[src/tofl_pkg.sv]
// package: constants and types of the timer output and flag block
package tofl_pkg;

    // ----------------------------------------
    // register offsets
    // ----------------------------------------
    localparam logic [3:0] ADDR_CTRL = 4'h0;
    localparam logic [3:0] ADDR_RELOAD = 4'h1;
    localparam logic [3:0] ADDR_COUNT = 4'h2;
    localparam logic [3:0] ADDR_STATUS = 4'h3;
    localparam logic [3:0] ADDR_MASK = 4'h4;
    localparam logic [3:0] ADDR_PORTDIR = 4'h5;
    localparam logic [3:0] ADDR_PORTLATCH = 4'h6;
    localparam logic [3:0] ADDR_PORTREAD = 4'h7;

    // ----------------------------------------
    // control field positions
    // ----------------------------------------
    localparam int CTRL_MODE_LSB = 0;
    localparam int CTRL_UP_BIT = 2;
    localparam int CTRL_PWM8_BIT = 3;
    localparam int CTRL_CLKSEL_LSB = 4;
    localparam int CTRL_RUN_BIT = 6;
    localparam int CTRL_EDGE_BIT = 7;
    localparam int CTRL_START_BIT = 8;

    // ----------------------------------------
    // reset values
    // ----------------------------------------
    localparam logic [15:0] RESET_CTRL = 16'h0000;
    localparam logic [15:0] RESET_RELOAD = 16'hffff;
    localparam logic [15:0] RESET_COUNT = 16'hffff;
    localparam logic [1:0] RESET_STATUS = 2'h0;
    localparam logic [1:0] RESET_MASK = 2'h0;
    localparam logic [2:0] RESET_PORT = 3'h0;

    // ----------------------------------------
    // counts and terminal values
    // ----------------------------------------
    localparam logic [15:0] COUNT_ZERO = 16'h0000;
    localparam logic [15:0] COUNT_ONES = 16'hffff;
    localparam logic [7:0] HALF_ZERO = 8'h00;
    localparam logic [7:0] HALF_ONES = 8'hff;
    localparam logic [4:0] DIV_STEP0 = 5'h02;
    localparam logic [4:0] DIV_STEP1 = 5'h08;
    localparam logic [4:0] DIV_STEP2 = 5'h10;
    localparam logic [4:0] DIV_STEP3 = 5'h1f;

    // ----------------------------------------
    // status bits
    // ----------------------------------------
    localparam int STAT_TIMER_BIT = 0;
    localparam int STAT_GROUPB_BIT = 1;

    // ----------------------------------------
    // types
    // ----------------------------------------
    typedef enum logic [1:0] {
        MODE_TIMER,
        MODE_EVENT,
        MODE_ONESHOT,
        MODE_PWM
    } tofl_mode_t;

    typedef struct packed {
        logic [3:0] addr;
        logic [15:0] wdata;
        logic wr;
        logic rd;
    } tofl_bus_t;

endpackage : tofl_pkg

[src/tofl_sync.sv]
// two flip-flop synchroniser for a group of pin levels
module tofl_sync
    import tofl_pkg::*;
#(
    parameter int WIDTH = 3
) (
    // clock and reset
    input wire logic clk_sys,
    input wire logic rst_n,
    // levels
    input wire logic [WIDTH-1:0] asyncIn,
    output logic [WIDTH-1:0] syncOut
);
    if (WIDTH < 1) begin : gBadWidth
        $error("tofl_sync: WIDTH must be at least 1");
    end

    logic [WIDTH-1:0] stage1_q;

    always_ff @(posedge clk_sys) begin
        if (!rst_n) begin
            stage1_q <= '0;
            syncOut <= '0;
        end else begin
            stage1_q <= asyncIn;
            syncOut <= stage1_q;
        end
    end

endmodule : tofl_sync

[src/tofl_timer.sv]
// timer output pulse, flag and port read-back logic
// ----------------------------------------
// ----------------------------------------
//
// The register addresses and strobed register access were chosen for this implementation.
module tofl_timer
    import tofl_pkg::*;
(
    // clock and reset
    input wire logic clk_sys,
    input wire logic rst_n,
    // register port
    input wire tofl_bus_t bus,
    output logic [15:0] rdData,
    // timer pins
    input wire logic timer_group_a_input,
    input wire logic timer_group_b_input,
    input wire logic pulseOutPin,
    output logic timer_pulse_output,
    output logic timer_pulse_output_oe,
    // interrupt
    output logic irq
);
    // ----------------------------------------
    // registers
    // ----------------------------------------
    logic [15:0] ctrl_q;
    logic [15:0] reload_q;
    logic [15:0] count_q;
    logic [15:0] count_d;
    logic [7:0] prePwm_q;
    logic [7:0] prePwm_d;
    logic [1:0] status_q;
    logic [1:0] mask_q;
    logic [2:0] portDir_q;
    logic [2:0] portLatch_q;
    logic out_q;
    logic out_d;
    logic [4:0] div_q;
    logic [1:0] pinEdge_q;
    logic pwmHigh_q;
    logic pwmHigh_d;
    logic oneshotRun_q;
    logic oneshotRun_d;

    // ----------------------------------------
    // pin synchronisers
    // ----------------------------------------
    logic [2:0] pinSync;

    tofl_sync #(.WIDTH(3)) uSync (
        .clk_sys(clk_sys),
        .rst_n(rst_n),
        .asyncIn({pulseOutPin, timer_group_b_input, timer_group_a_input}),
        .syncOut(pinSync)
    );

    // ----------------------------------------
    // decode
    // ----------------------------------------
    tofl_mode_t mode;
    wire upCount = ctrl_q[CTRL_UP_BIT];
    wire pwm8 = ctrl_q[CTRL_PWM8_BIT];
    wire [1:0] clkSel = ctrl_q[CTRL_CLKSEL_LSB +: 2];
    wire running = ctrl_q[CTRL_RUN_BIT];
    wire fallEdge = ctrl_q[CTRL_EDGE_BIT];
    assign mode = tofl_mode_t'(ctrl_q[CTRL_MODE_LSB +: 2]);
    wire wrCtrl = bus.wr && bus.addr == ADDR_CTRL;
    wire wrReload = bus.wr && bus.addr == ADDR_RELOAD;
    wire wrStatus = bus.wr && bus.addr == ADDR_STATUS;
    wire wrMask = bus.wr && bus.addr == ADDR_MASK;
    wire wrDir = bus.wr && bus.addr == ADDR_PORTDIR;
    wire wrLatch = bus.wr && bus.addr == ADDR_PORTLATCH;
    wire startPulse = wrCtrl && bus.wdata[CTRL_START_BIT];

    // ----------------------------------------
    // clock source selection, one of four
    // ----------------------------------------
    wire [4:0] divEnd = clkSel == 2'h0 ? DIV_STEP0 :
                        clkSel == 2'h1 ? DIV_STEP1 :
                        clkSel == 2'h2 ? DIV_STEP2 : DIV_STEP3;
    wire srcTick = div_q >= divEnd - 5'h01;

    // ----------------------------------------
    // count edge: internal source or synced pin
    // ----------------------------------------
    wire pinNow = pinSync[0];
    wire pinRise = pinNow && !pinEdge_q[0];
    wire pinFall = !pinNow && pinEdge_q[0];
    wire pinEdgeHit = fallEdge ? pinFall : pinRise;
    wire countEdge = running && (mode == MODE_EVENT ? pinEdgeHit : srcTick);
    wire countUp = mode == MODE_EVENT && upCount;
    wire atTerminal = countUp ? count_q == COUNT_ONES : count_q == COUNT_ZERO;
    wire terminalHit = countEdge && atTerminal &&
                       (mode == MODE_TIMER || mode == MODE_EVENT);

    // ----------------------------------------
    // pwm and one-shot
    // ----------------------------------------
    wire pwmMode = mode == MODE_PWM;
    wire [7:0] preEnd = reload_q[7:0];
    wire preWrap = prePwm_q == HALF_ZERO;
    wire pwmStep = running && srcTick && (!pwm8 || preWrap);
    wire [7:0] count8 = count_q[7:0];
    wire pwmPeriodEnd = pwm8 ? count8 == HALF_ZERO : count_q == COUNT_ZERO;
    wire outFall = out_q && !out_d;

    always_comb begin
        count_d = count_q;
        prePwm_d = prePwm_q;
        out_d = out_q;
        pwmHigh_d = pwmHigh_q;
        oneshotRun_d = oneshotRun_q;
        unique case (mode)
            MODE_TIMER, MODE_EVENT: begin
                if (terminalHit) begin
                    count_d = reload_q;
                    out_d = !out_q;
                end else if (countEdge) begin
                    count_d = countUp ? count_q + 16'h0001 : count_q - 16'h0001;
                end
            end
            MODE_ONESHOT: begin
                if (startPulse && running) begin
                    oneshotRun_d = 1'b1;
                    count_d = reload_q;
                    out_d = 1'b1;
                end else if (oneshotRun_q && srcTick) begin
                    if (count_q == COUNT_ZERO) begin
                        oneshotRun_d = 1'b0;
                        out_d = 1'b0;
                    end else begin
                        count_d = count_q - 16'h0001;
                    end
                end
            end
            MODE_PWM: begin
                if (running && srcTick) begin
                    prePwm_d = preWrap ? preEnd : prePwm_q - 8'h01;
                end
                if (pwmStep) begin
                    if (pwmPeriodEnd) begin
                        pwmHigh_d = 1'b1;
                        out_d = 1'b1;
                        if (pwm8) begin
                            count_d = {8'h00, reload_q[15:8]};
                        end else begin
                            count_d = reload_q;
                        end
                    end else begin
                        count_d = count_q - 16'h0001;
                        if (count_q == 16'h0001) begin
                            pwmHigh_d = 1'b0;
                            out_d = 1'b0;
                        end
                    end
                end
            end
        endcase
        if (!running) begin
            out_d = 1'b0;
            pwmHigh_d = 1'b0;
            oneshotRun_d = 1'b0;
        end
    end

    // ----------------------------------------
    // events into sticky status; set wins over clear
    // ----------------------------------------
    wire flagSet = terminalHit ||
                   ((mode == MODE_ONESHOT || pwmMode) && outFall);
    wire groupBEdge = pinSync[1] && !pinEdge_q[1];
    wire [1:0] events = {groupBEdge && running, flagSet};
    wire [1:0] statusClr = wrStatus ? bus.wdata[1:0] : 2'h0;
    wire [1:0] status_d = (status_q & ~statusClr) | events;

    // ----------------------------------------
    // read-back
    // ----------------------------------------
    wire [2:0] portRead = (portDir_q & portLatch_q) | (~portDir_q & pinSync);
    wire [15:0] rd_d = bus.addr == ADDR_CTRL ? ctrl_q :
                       bus.addr == ADDR_RELOAD ? reload_q :
                       bus.addr == ADDR_COUNT ? count_q :
                       bus.addr == ADDR_STATUS ? {14'h0000, status_q} :
                       bus.addr == ADDR_MASK ? {14'h0000, mask_q} :
                       bus.addr == ADDR_PORTDIR ? {13'h0000, portDir_q} :
                       bus.addr == ADDR_PORTLATCH ? {13'h0000, portLatch_q} :
                       bus.addr == ADDR_PORTREAD ? {13'h0000, portRead} : 16'h0000;

    // ----------------------------------------
    // state
    // ----------------------------------------
    always_ff @(posedge clk_sys) begin
        if (!rst_n) begin
            ctrl_q <= RESET_CTRL;
            reload_q <= RESET_RELOAD;
            count_q <= RESET_COUNT;
            prePwm_q <= HALF_ONES;
            div_q <= 5'h00;
            pinEdge_q <= 2'h0;
            out_q <= 1'b0;
            pwmHigh_q <= 1'b0;
            oneshotRun_q <= 1'b0;
        end else begin
            ctrl_q <= wrCtrl ? {7'h00, 1'b0, bus.wdata[7:0]} : ctrl_q;
            reload_q <= wrReload ? bus.wdata : reload_q;
            count_q <= (wrReload && !running) ? bus.wdata : count_d;
            prePwm_q <= prePwm_d;
            // restart on reprogram so the first tick is a full period away
            div_q <= (srcTick || wrCtrl) ? 5'h00 : div_q + 5'h01;
            pinEdge_q <= pinSync[1:0];
            out_q <= out_d;
            pwmHigh_q <= pwmHigh_d;
            oneshotRun_q <= oneshotRun_d;
        end
    end

    always_ff @(posedge clk_sys) begin
        if (!rst_n) begin
            status_q <= RESET_STATUS;
            mask_q <= RESET_MASK;
            portDir_q <= RESET_PORT;
            portLatch_q <= RESET_PORT;
            rdData <= 16'h0000;
            irq <= 1'b0;
            timer_pulse_output <= 1'b0;
            timer_pulse_output_oe <= 1'b0;
        end else begin
            status_q <= status_d;
            mask_q <= wrMask ? bus.wdata[1:0] : mask_q;
            portDir_q <= wrDir ? bus.wdata[2:0] : portDir_q;
            portLatch_q <= wrLatch ? bus.wdata[2:0] : portLatch_q;
            rdData <= bus.rd ? rd_d : 16'h0000;
            irq <= |(status_d & mask_q);
            timer_pulse_output <= out_d;
            timer_pulse_output_oe <= portDir_q[2];
        end
    end

    // ----------------------------------------
    // checks
    // ----------------------------------------
    chk_toggle_at_term: assert property (@(posedge clk_sys) disable iff (!rst_n)
        terminalHit |=> out_q != $past(out_q))
        else $error("output did not toggle at terminal count");
    chk_flag_with_toggle: assert property (@(posedge clk_sys) disable iff (!rst_n)
        terminalHit |=> status_q[STAT_TIMER_BIT])
        else $error("flag not set with output toggle");
    chk_flag_on_fall: assert property (@(posedge clk_sys) disable iff (!rst_n)
        (mode == MODE_PWM && $fell(out_q) && $stable(mode)) |-> status_q[STAT_TIMER_BIT])
        else $error("flag not set on output fall");
    chk_read_pin_level: assert property (@(posedge clk_sys) disable iff (!rst_n)
        (bus.rd && bus.addr == ADDR_PORTREAD && !portDir_q[0]) |=> rdData[0] == $past(pinSync[0]))
        else $error("input pin read-back wrong");
    chk_read_latch: assert property (@(posedge clk_sys) disable iff (!rst_n)
        (bus.rd && bus.addr == ADDR_PORTREAD && portDir_q[1]) |=> rdData[1] == $past(portLatch_q[1]))
        else $error("output pin read-back wrong");
    chk_pwm8_high_load: assert property (@(posedge clk_sys) disable iff (!rst_n)
        (pwmMode && pwm8 && pwmStep && pwmPeriodEnd && !wrReload) |=>
            count_q == {8'h00, $past(reload_q[15:8])} && out_q && pwmHigh_q)
        else $error("8-bit pwm high phase load wrong");
    chk_prescale_wrap: assert property (@(posedge clk_sys) disable iff (!rst_n)
        (pwmMode && running && srcTick && preWrap && !wrReload) |=> prePwm_q == $past(reload_q[7:0]))
        else $error("8-bit pwm divider reload wrong");
    chk_full_count: assert property (@(posedge clk_sys) disable iff (!rst_n)
        (mode == MODE_TIMER && countEdge && !atTerminal && !wrReload) |=>
            count_q == $past(count_q) - 16'h0001)
        else $error("16-bit counter step wrong");
    chk_reload_term: assert property (@(posedge clk_sys) disable iff (!rst_n)
        (terminalHit && !wrReload) |=> count_q == $past(reload_q))
        else $error("counter not reloaded at terminal");
    chk_tick_spacing: assert property (@(posedge clk_sys) disable iff (!rst_n)
        (srcTick && clkSel == 2'h1 && !wrCtrl) |=> (!srcTick || clkSel != 2'h1) [*7])
        else $error("clock source tick spacing wrong");

endmodule : tofl_timer
[config.mk]
export PLATFORM = sky130hd
export DESIGN_NAME = tofl_timer
export DESIGN_NICKNAME = d
export VERILOG_FILES = /design/src/tofl_pkg.sv /design/src/tofl_sync.sv /design/src/tofl_timer.sv
export SDC_FILE = /design/constraint.sdc
export NUM_CORES = 1
export LEC_CHECK = 0
export ABC_AREA = 1
export BUFFER_PORTS_ARGS = -buffer_cell sky130_fd_sc_hd__buf_2
export CORE_MARGIN = 3
export CORE_UTILIZATION = 51
export DETAILED_ROUTE_END_ITERATION = 6
export GPL_ROUTABILITY_DRIVEN = 0
export GPL_TIMING_DRIVEN = 0
export PLACE_DENSITY = 0.74
export SYNTH_ARGS = -nofsm -noshare
export SYNTH_HDL_FRONTEND = slang
export SYNTH_SLANG_ARGS = --single-unit
[constraint.sdc]
create_clock -name clk_sys -period 2.95 [get_ports clk_sys]
set_input_delay 0.1475 -clock clk_sys [delete_from_list [all_inputs] [get_ports clk_sys]]
set_output_delay 0.1475 -clock clk_sys [all_outputs]
set_load 0.01 [all_outputs]
==> results of run 1 <==
## how the worst min path moves through the flow
| stage | startpoint | endpoint | slack [ps] | cells past startpoint |
|---|---|---|---|---|
| global placement | pulseOutPin | uSync.stage1_q[2] | 330 | 3 |
| detailed placement | pulseOutPin | uSync.stage1_q[2] | 330 | 3 |
| global route | bus[15] | reload_q[13] | 70 | 3 |
| floorplan | timer_group_a_input | uSync.stage1_q[0] | 250 | 2 |
| finish | bus[15] | reload_q[13] | 50 | 3 |
| CTS | bus[15] | reload_q[13] | 50 | 3 |
## through the flow
stage                     power [W]  setup slack (ps)  utilization, %  cells
after CTS                   0.00312               523            59.7   1100
after floorplan             0.00177              1050               -    898
after global placement      0.00193               571            56.6   1081
after global routing        0.00327               245            59.7   1100
after detailed placement    0.00194               552            56.6   1081
final                       0.00312               455            59.7   1100
## layout make-up
cell class,count,area share [%]
Buffer,31,2.89
Clock buffer,9,3.42
Clock inverter,7,1.25
Inverter,125,7.21
Multi-Input combinational cell,651,51.2
Sequential cell,91,27.7
Tap cell,140,2.66
Timing Repair Buffer,46,3.73
## metal layers
layer  vias up  GRT usage [%]  wire length (µm)
met5         -              0                 0
met4         0           12.4               717
met3        67           6.04              1790
met2       339           45.1              7810
met1      2737           38.1              7570
li1       3023              -                 -
## synthesized netlist by cell type (2+ instances only)
cell	count	share of area (%)
nand2_1	247	16
nand2_2	8	0.86
o21ai_0	63	5.4
o21ai_2	3	0.45
inv_1	113	7.2
inv_4	2	0.21
nand4_1	9	0.96
clkbuf_1	14	0.90
or2_1	2	0.21
nor2_2	4	0.43
nor2_1	73	4.7
nand2_4	6	1.2
xor2_1	19	2.8
buf_2	8	0.68
nor2_8	6	2.1
dfxtp_1	91	31
a21oi_1	60	5.1
ha_1	10	2.1
a31oi_1	4	0.43
inv_2	10	0.64
buf_6	8	1.5
o22ai_1	12	1.3
o21ai_1	6	0.51
nor2_4	6	1.2
nor3_1	8	0.68
nand3_1	65	5.6
o211ai_1	19	2.4
xnor2_1	2	0.30
nand3_2	2	0.34
## power breakdown
part	internal, W	leakage, nW	switching, W
sequential	0.00128	0.740	0.0000440
combinational	0.000201	2.43	0.000412
clock	0.000671	0.150	0.000516
## kinds of logic (layout without fill, tap and decap cells)
kind of cell,Yosys count,count (layout),synth area share (%)
buffers and inverters,156,218,11.4
DFF,91,91,31.1
adders and majority gates,10,10,2.14
muxes,1,1,0.171
AOI/OAI and AO/OA,176,176,17.1
and+or+nand+nor,443,443,35.0
xor gates and xnor gates,21,21,3.14
## flip-flops by register name (all words and copies together) (netlist names)
signal,flops
count_q,16
ctrl_q,8
div_q,5
irq,1
mask_q,2
oneshotRun_q,1
pinEdge_q,2
portDir_q,3
portLatch_q,3
prePwm_q,8
rdData,16
reload_q,16
status_q,2
timer_pulse_output,1
timer_pulse_output_oe,1
uSync.stage1_q,3
uSync.syncOut,3
## critical path: stages, from the launching register on
cell and delay, ps:
dfxtp_1 420, nand2_1 120, ha_1 300, nand2_1 90, inv_1 40, nand2_1 60
nand3_1 260, o21ai_2 290, inv_1 120, nand2_4 120, nand2_2 110, inv_2 170
nand2_1 110, nand3_1 90, nand2_1 50, nand3_1 80
## repair_timing
| action | CTS | global route |
|---|---|---|
| hold buffers | 3 | 0 |
| hold endpoints to repair | 3 | 0 |
| setup buffers | 0 | 0 |
==> summary.md, run 1 <==
| Metric | Value |
|---|---|
| Final wirelength | 17900 µm |
| PostCTS Resize Cnt | 0 |
| #FFs+latches synth | 91 |
| Critical path type | reg2reg |
| Worst-path maximum fanout | 10 |
| Hold Vio Cnt, Final | 0 |
| Initial DRC count | 797 |
| Power density cells | 474 mW/mm² |
| Global-route wire length before repair | 28800 µm |
| Commonest cells after routing, fill and taps aside | nand2_1 (247), inv_1 (113), dfxtp_1 (91) |
| Fillers | 1030 |
| Max Transition Viols Final | 0 |
| Register clock-pin slew on the reported worst setup and hold paths | 70 ps |
| Ant diodes | 0 |
| Worst Setup Start Kind | register |
| Post-synth EDFFs | 0 |
| Share of layout cells above drive strength 1 | 13.4% |
| Worst Path Required | 3240 ps |
| Mapped Cells | 898 |
| Worst Setup SP | ctrl_q[4] |
| Max Clk Rate | 401 MHz |
| Starting Density | 53.1% |
| Critical Path AT | 2780 ps |
| FP Rows | 38 |
| Routed WL per cell | 16.3 µm |
| Clk_lat worst skew | 350 ps |
| Die width | 113 µm |
| R2r startpoint | ctrl_q[4] |
| Clock Sinks | 91 |
| First-pass DRT Iterations | 7 |
| Area Overhead vs Synth | 12.4% |
| Vias in the first global route | 5677 |
| Vias per cell | 5.61 |
| Total die area | 0.0128 mm² |
| Status | complete, no violations |
| Num CTS Buffers | 9 |
| Worst hold margin | 54.8 ps |
| Register area | 0.00182 mm² |
| Nets@finish | 992 |
| Worst R2R Setup Slack | 450 ps |
| Post-synthesis sequential area ratio | 31.1% |
| P_leak | 3.32 nW |
| Synth Flop Type | dfxtp_1 |
| Avg Synthesized Cell Area | 6.52 µm² |
| DR vias | 6166 |
| Rel. slew slack | 60.3% |
| Syn nets | 935 |
| CTS tree | built |
| Max Cap Viol | 0 |
| Footprint of the multi-input gates | 0.00337 mm² |
| Max rail drop VDD | 0.000493 V |
| Dpl cell area | 0.00624 mm² |
| Sum Neg Setup Slack | 0 ps |
| I/O Buffers | 43 |
| Synth async-reset ratio | 0% |
| Global route overflow | 0 |
| FF-to-FF path depth | 15 |
| Die Height | 113 µm |
| Io pins | 46 |
| Critical Path Sink | count_q[9] |
| Max H-tree Level | 3 |
| Actual slew at the worst max-slew pin | 593 ps |
| Residual DRC count | 0 |
| Crit path capture type | register |
| Most common cell after layout, fill and taps aside | nand2_1 |
| Fin crit period | 2500 ps |
| Synthesis Warnings | 0 |
| Post-Route Skew | 6.72 ps |
| Dpl hpwl | 14000 µm |
| Core area | 0.0110 mm² |
| Initial antenna violation count | 0 |
| CTS Root Cell | clkbuf_16 |
| Synth Cell Area | 0.00585 mm² |
| Finished Cell Area | 0.00658 mm² |
| Synth cell types | 47 |
| Largest net degree at the start of global routing | 18 |
| Clk buf depth | 2 |
| Final period utilization | 84.6% |
| Reg-to-reg critical path endpoint | count_q[9] |
| Min-delay worst type | in2reg |
| Final setup fails | 0 |
| RSZ-0062 raised after global routing | false |
| Antenna-violating nets left | 0 |
| GRT Total Usage | 28.7% |
Note: power is estimated with default switching activity, not from simulation.
==> run 2: changes to the inputs <==
==> constraint.sdc (replaced) <==
create_clock -name clk_sys -period 2.4 [get_ports clk_sys]
set_input_delay 0.12 -clock clk_sys [delete_from_list [all_inputs] [get_ports clk_sys]]
set_output_delay 0.12 -clock clk_sys [all_outputs]
set_load 0.01 [all_outputs]
==> run 2 against run 1 <==
- clock skew increased by 0.80 ps
- largest cell class unchanged
- fmax grew 12%
- non-clock buffer count unchanged
- worst hold slack got worse by 25 ps
- critical path depth unchanged
- via count down 0.13%
- routed wire length increased by 0.12%
- critical endpoint is now irq
- combinational power grew 26%
- utilization rose by 0.29 points
- final cell count stayed put
==> summary.md, run 2 (same netlist as run 1, synthesis figures left out) <==
| Metric | Value |
|---|---|
| FP Rows | 38 |
| Fin worst setup slack | 173 ps |
| Top Registers | count_q (16), rdData (16), reload_q (16) |
| Share of layout cells above drive strength 1 | 14.1% |
| Dpl cell area | 0.00624 mm² |
| Area Overhead vs Synth | 13.0% |
| Fin crit period | 2230 ps |
| Die width | 113 µm |
| Final period utilization | 92.8% |
| Worst Setup Start Kind | register |
| Residual DRC count | 0 |
| Final setup fails | 0 |
| Dpl hpwl | 14000 µm |
| Rel. slew slack | 58.6% |
| Vias in the first global route | 5677 |
| GRT Total Usage | 28.7% |
| CP Cell Sequence | inv_1, ha_2, nand2_4, nor2_8, nand2_4, nand2_4, inv_2, nand2_1, nand2_1, nand2_1, nand2_1, nand2_1, nand2_1, nand3_1, nand2_1 |
| Layout Cells excl Fill | 1100 |
| I/O Buffers | 43 |
| Power density cells | 583 mW/mm² |
| Status | complete, no violations |
| Initial DRC count | 833 |
| Worst Path Required | 2640 ps |
| Pre-CTS WS | 2.21 ps |
| CTS Root Cell | clkbuf_16 |
| RSZ-0062 raised after global routing | true |
| Slowest stage delay, CP | 380 ps |
| Commonest cells after routing, fill and taps aside | nand2_1 (247), inv_1 (113), dfxtp_1 (88) |
| Sum Neg Setup Slack | 0 ps |
| Placed cell count | 1081 |
| Post-Route Skew | 7.52 ps |
| Max H-tree Level | 3 |
| Worst-path maximum fanout | 10 |
| Routed WL per cell | 16.3 µm |
| Largest net degree at the start of global routing | 18 |
| Global route overflow | 0 |
| Max Cap Viol | 0 |
| Num CTS Buffers | 9 |
| Critical Path AT | 2470 ps |
| Total die area | 0.0128 mm² |
| Max Transition Viols Final | 0 |
| DR vias | 6158 |
| Critical path's slowest cell | dfxtp_1 |
| Vias per cell | 5.60 |
| Antenna-violating nets left | 0 |
| Core area | 0.0110 mm² |
| Worst hold margin | 29.8 ps |
| Min-delay worst type | in2reg |
| Clock Sinks | 91 |
| Clk buf depth | 2 |
| Crit path capture type | register |
| Global-route wire length before repair | 28800 µm |
| Clk_lat worst skew | 350 ps |
| Ant diodes | 0 |
| Critical path type | reg2reg |
| P_leak | 3.33 nW |
| Finished Cell Area | 0.00661 mm² |
| Most common cell after layout, fill and taps aside | nand2_1 |
| Starting Density | 53.1% |
| Actual slew at the worst max-slew pin | 621 ps |
| Max rail drop VDD | 0.000605 V |
| Register area | 0.00183 mm² |
| Most frequent CP cell | nand2_1 |
| FF-to-FF path depth | 15 |
| Fillers | 1023 |
| Final wirelength | 17900 µm |
| Initial antenna violation count | 0 |
| Footprint of the multi-input gates | 0.00339 mm² |
| Die Height | 113 µm |
| CTS tree | built |
| Postcts setup bufs | 0 |
| Nets@finish | 992 |
| Hold Vio Cnt, Final | 0 |
| Hold Path Stages | 3 |
| First-pass DRT Iterations | 6 |
| Io pins | 46 |
| Max Clk Rate | 449 MHz |
| Register clock-pin slew on the reported worst setup and hold paths | 70 ps |
-- run 2: power breakdown --
group	internal, W	switching (W)
combinational	0.000257	0.000518
clock	0.000825	0.000633
sequential	0.00157	0.0000538
-- run 2: path summary, 6_finish.rpt --
kind                                   startpoint               end  slack [ps]
worst max-delay path                   count_q[0]               irq         170
worst min-delay path                       bus[8]       reload_q[6]          30
worst max register to register         count_q[0]               irq         170
worst min register to register  uSync.stage1_q[0]  uSync.syncOut[0]         410
-- run 2: layout make-up --
cell class,instances,area share (%)
multi-input combinational,651,51.3
sequential,91,27.6
inverter,125,7.21
timing repair buffer,46,3.71
clock buffer,9,3.41
buffer,31,2.88
tap,140,2.65
clock inverter,7,1.25
-- run 2: layer usage --
metal	routed length [µm]	global-route usage [%]	vias to the layer above
met3	1690	6.04	57
met2	7860	45.1	312
met5	0	0	-
li1	-	-	3029
met1	7650	38.1	2760
met4	711	12.4	0
-- run 2: critical path: cells and delay by family, from the launching register on --
kind / cells / cell delay [ps]
and+or+nand+nor: 12 / 1200
DFF: 1 / 380
adders and majority gates: 1 / 270
buffers and inverters: 2 / 260
-- run 2: stage by stage --
| stage | power, W | utilization [%] |
|---|---|---|
| finish | 0.00385 | 59.9 |
| global route | 0.00404 | 59.9 |
| CTS | 0.00384 | 59.7 |
| detailed placement | 0.00238 | 56.6 |
| global placement | 0.00237 | 56.6 |
| floorplan | 0.00217 | - |
-- run 2: what timing repair did --
action                                  CTS  global route
pin swaps                                 1             0
gates resized for setup                   1             8
cloned                                    0             0
endpoints found under the setup margin    2            19
hold buffers                              3             0
endpoints found under the hold margin     3             0
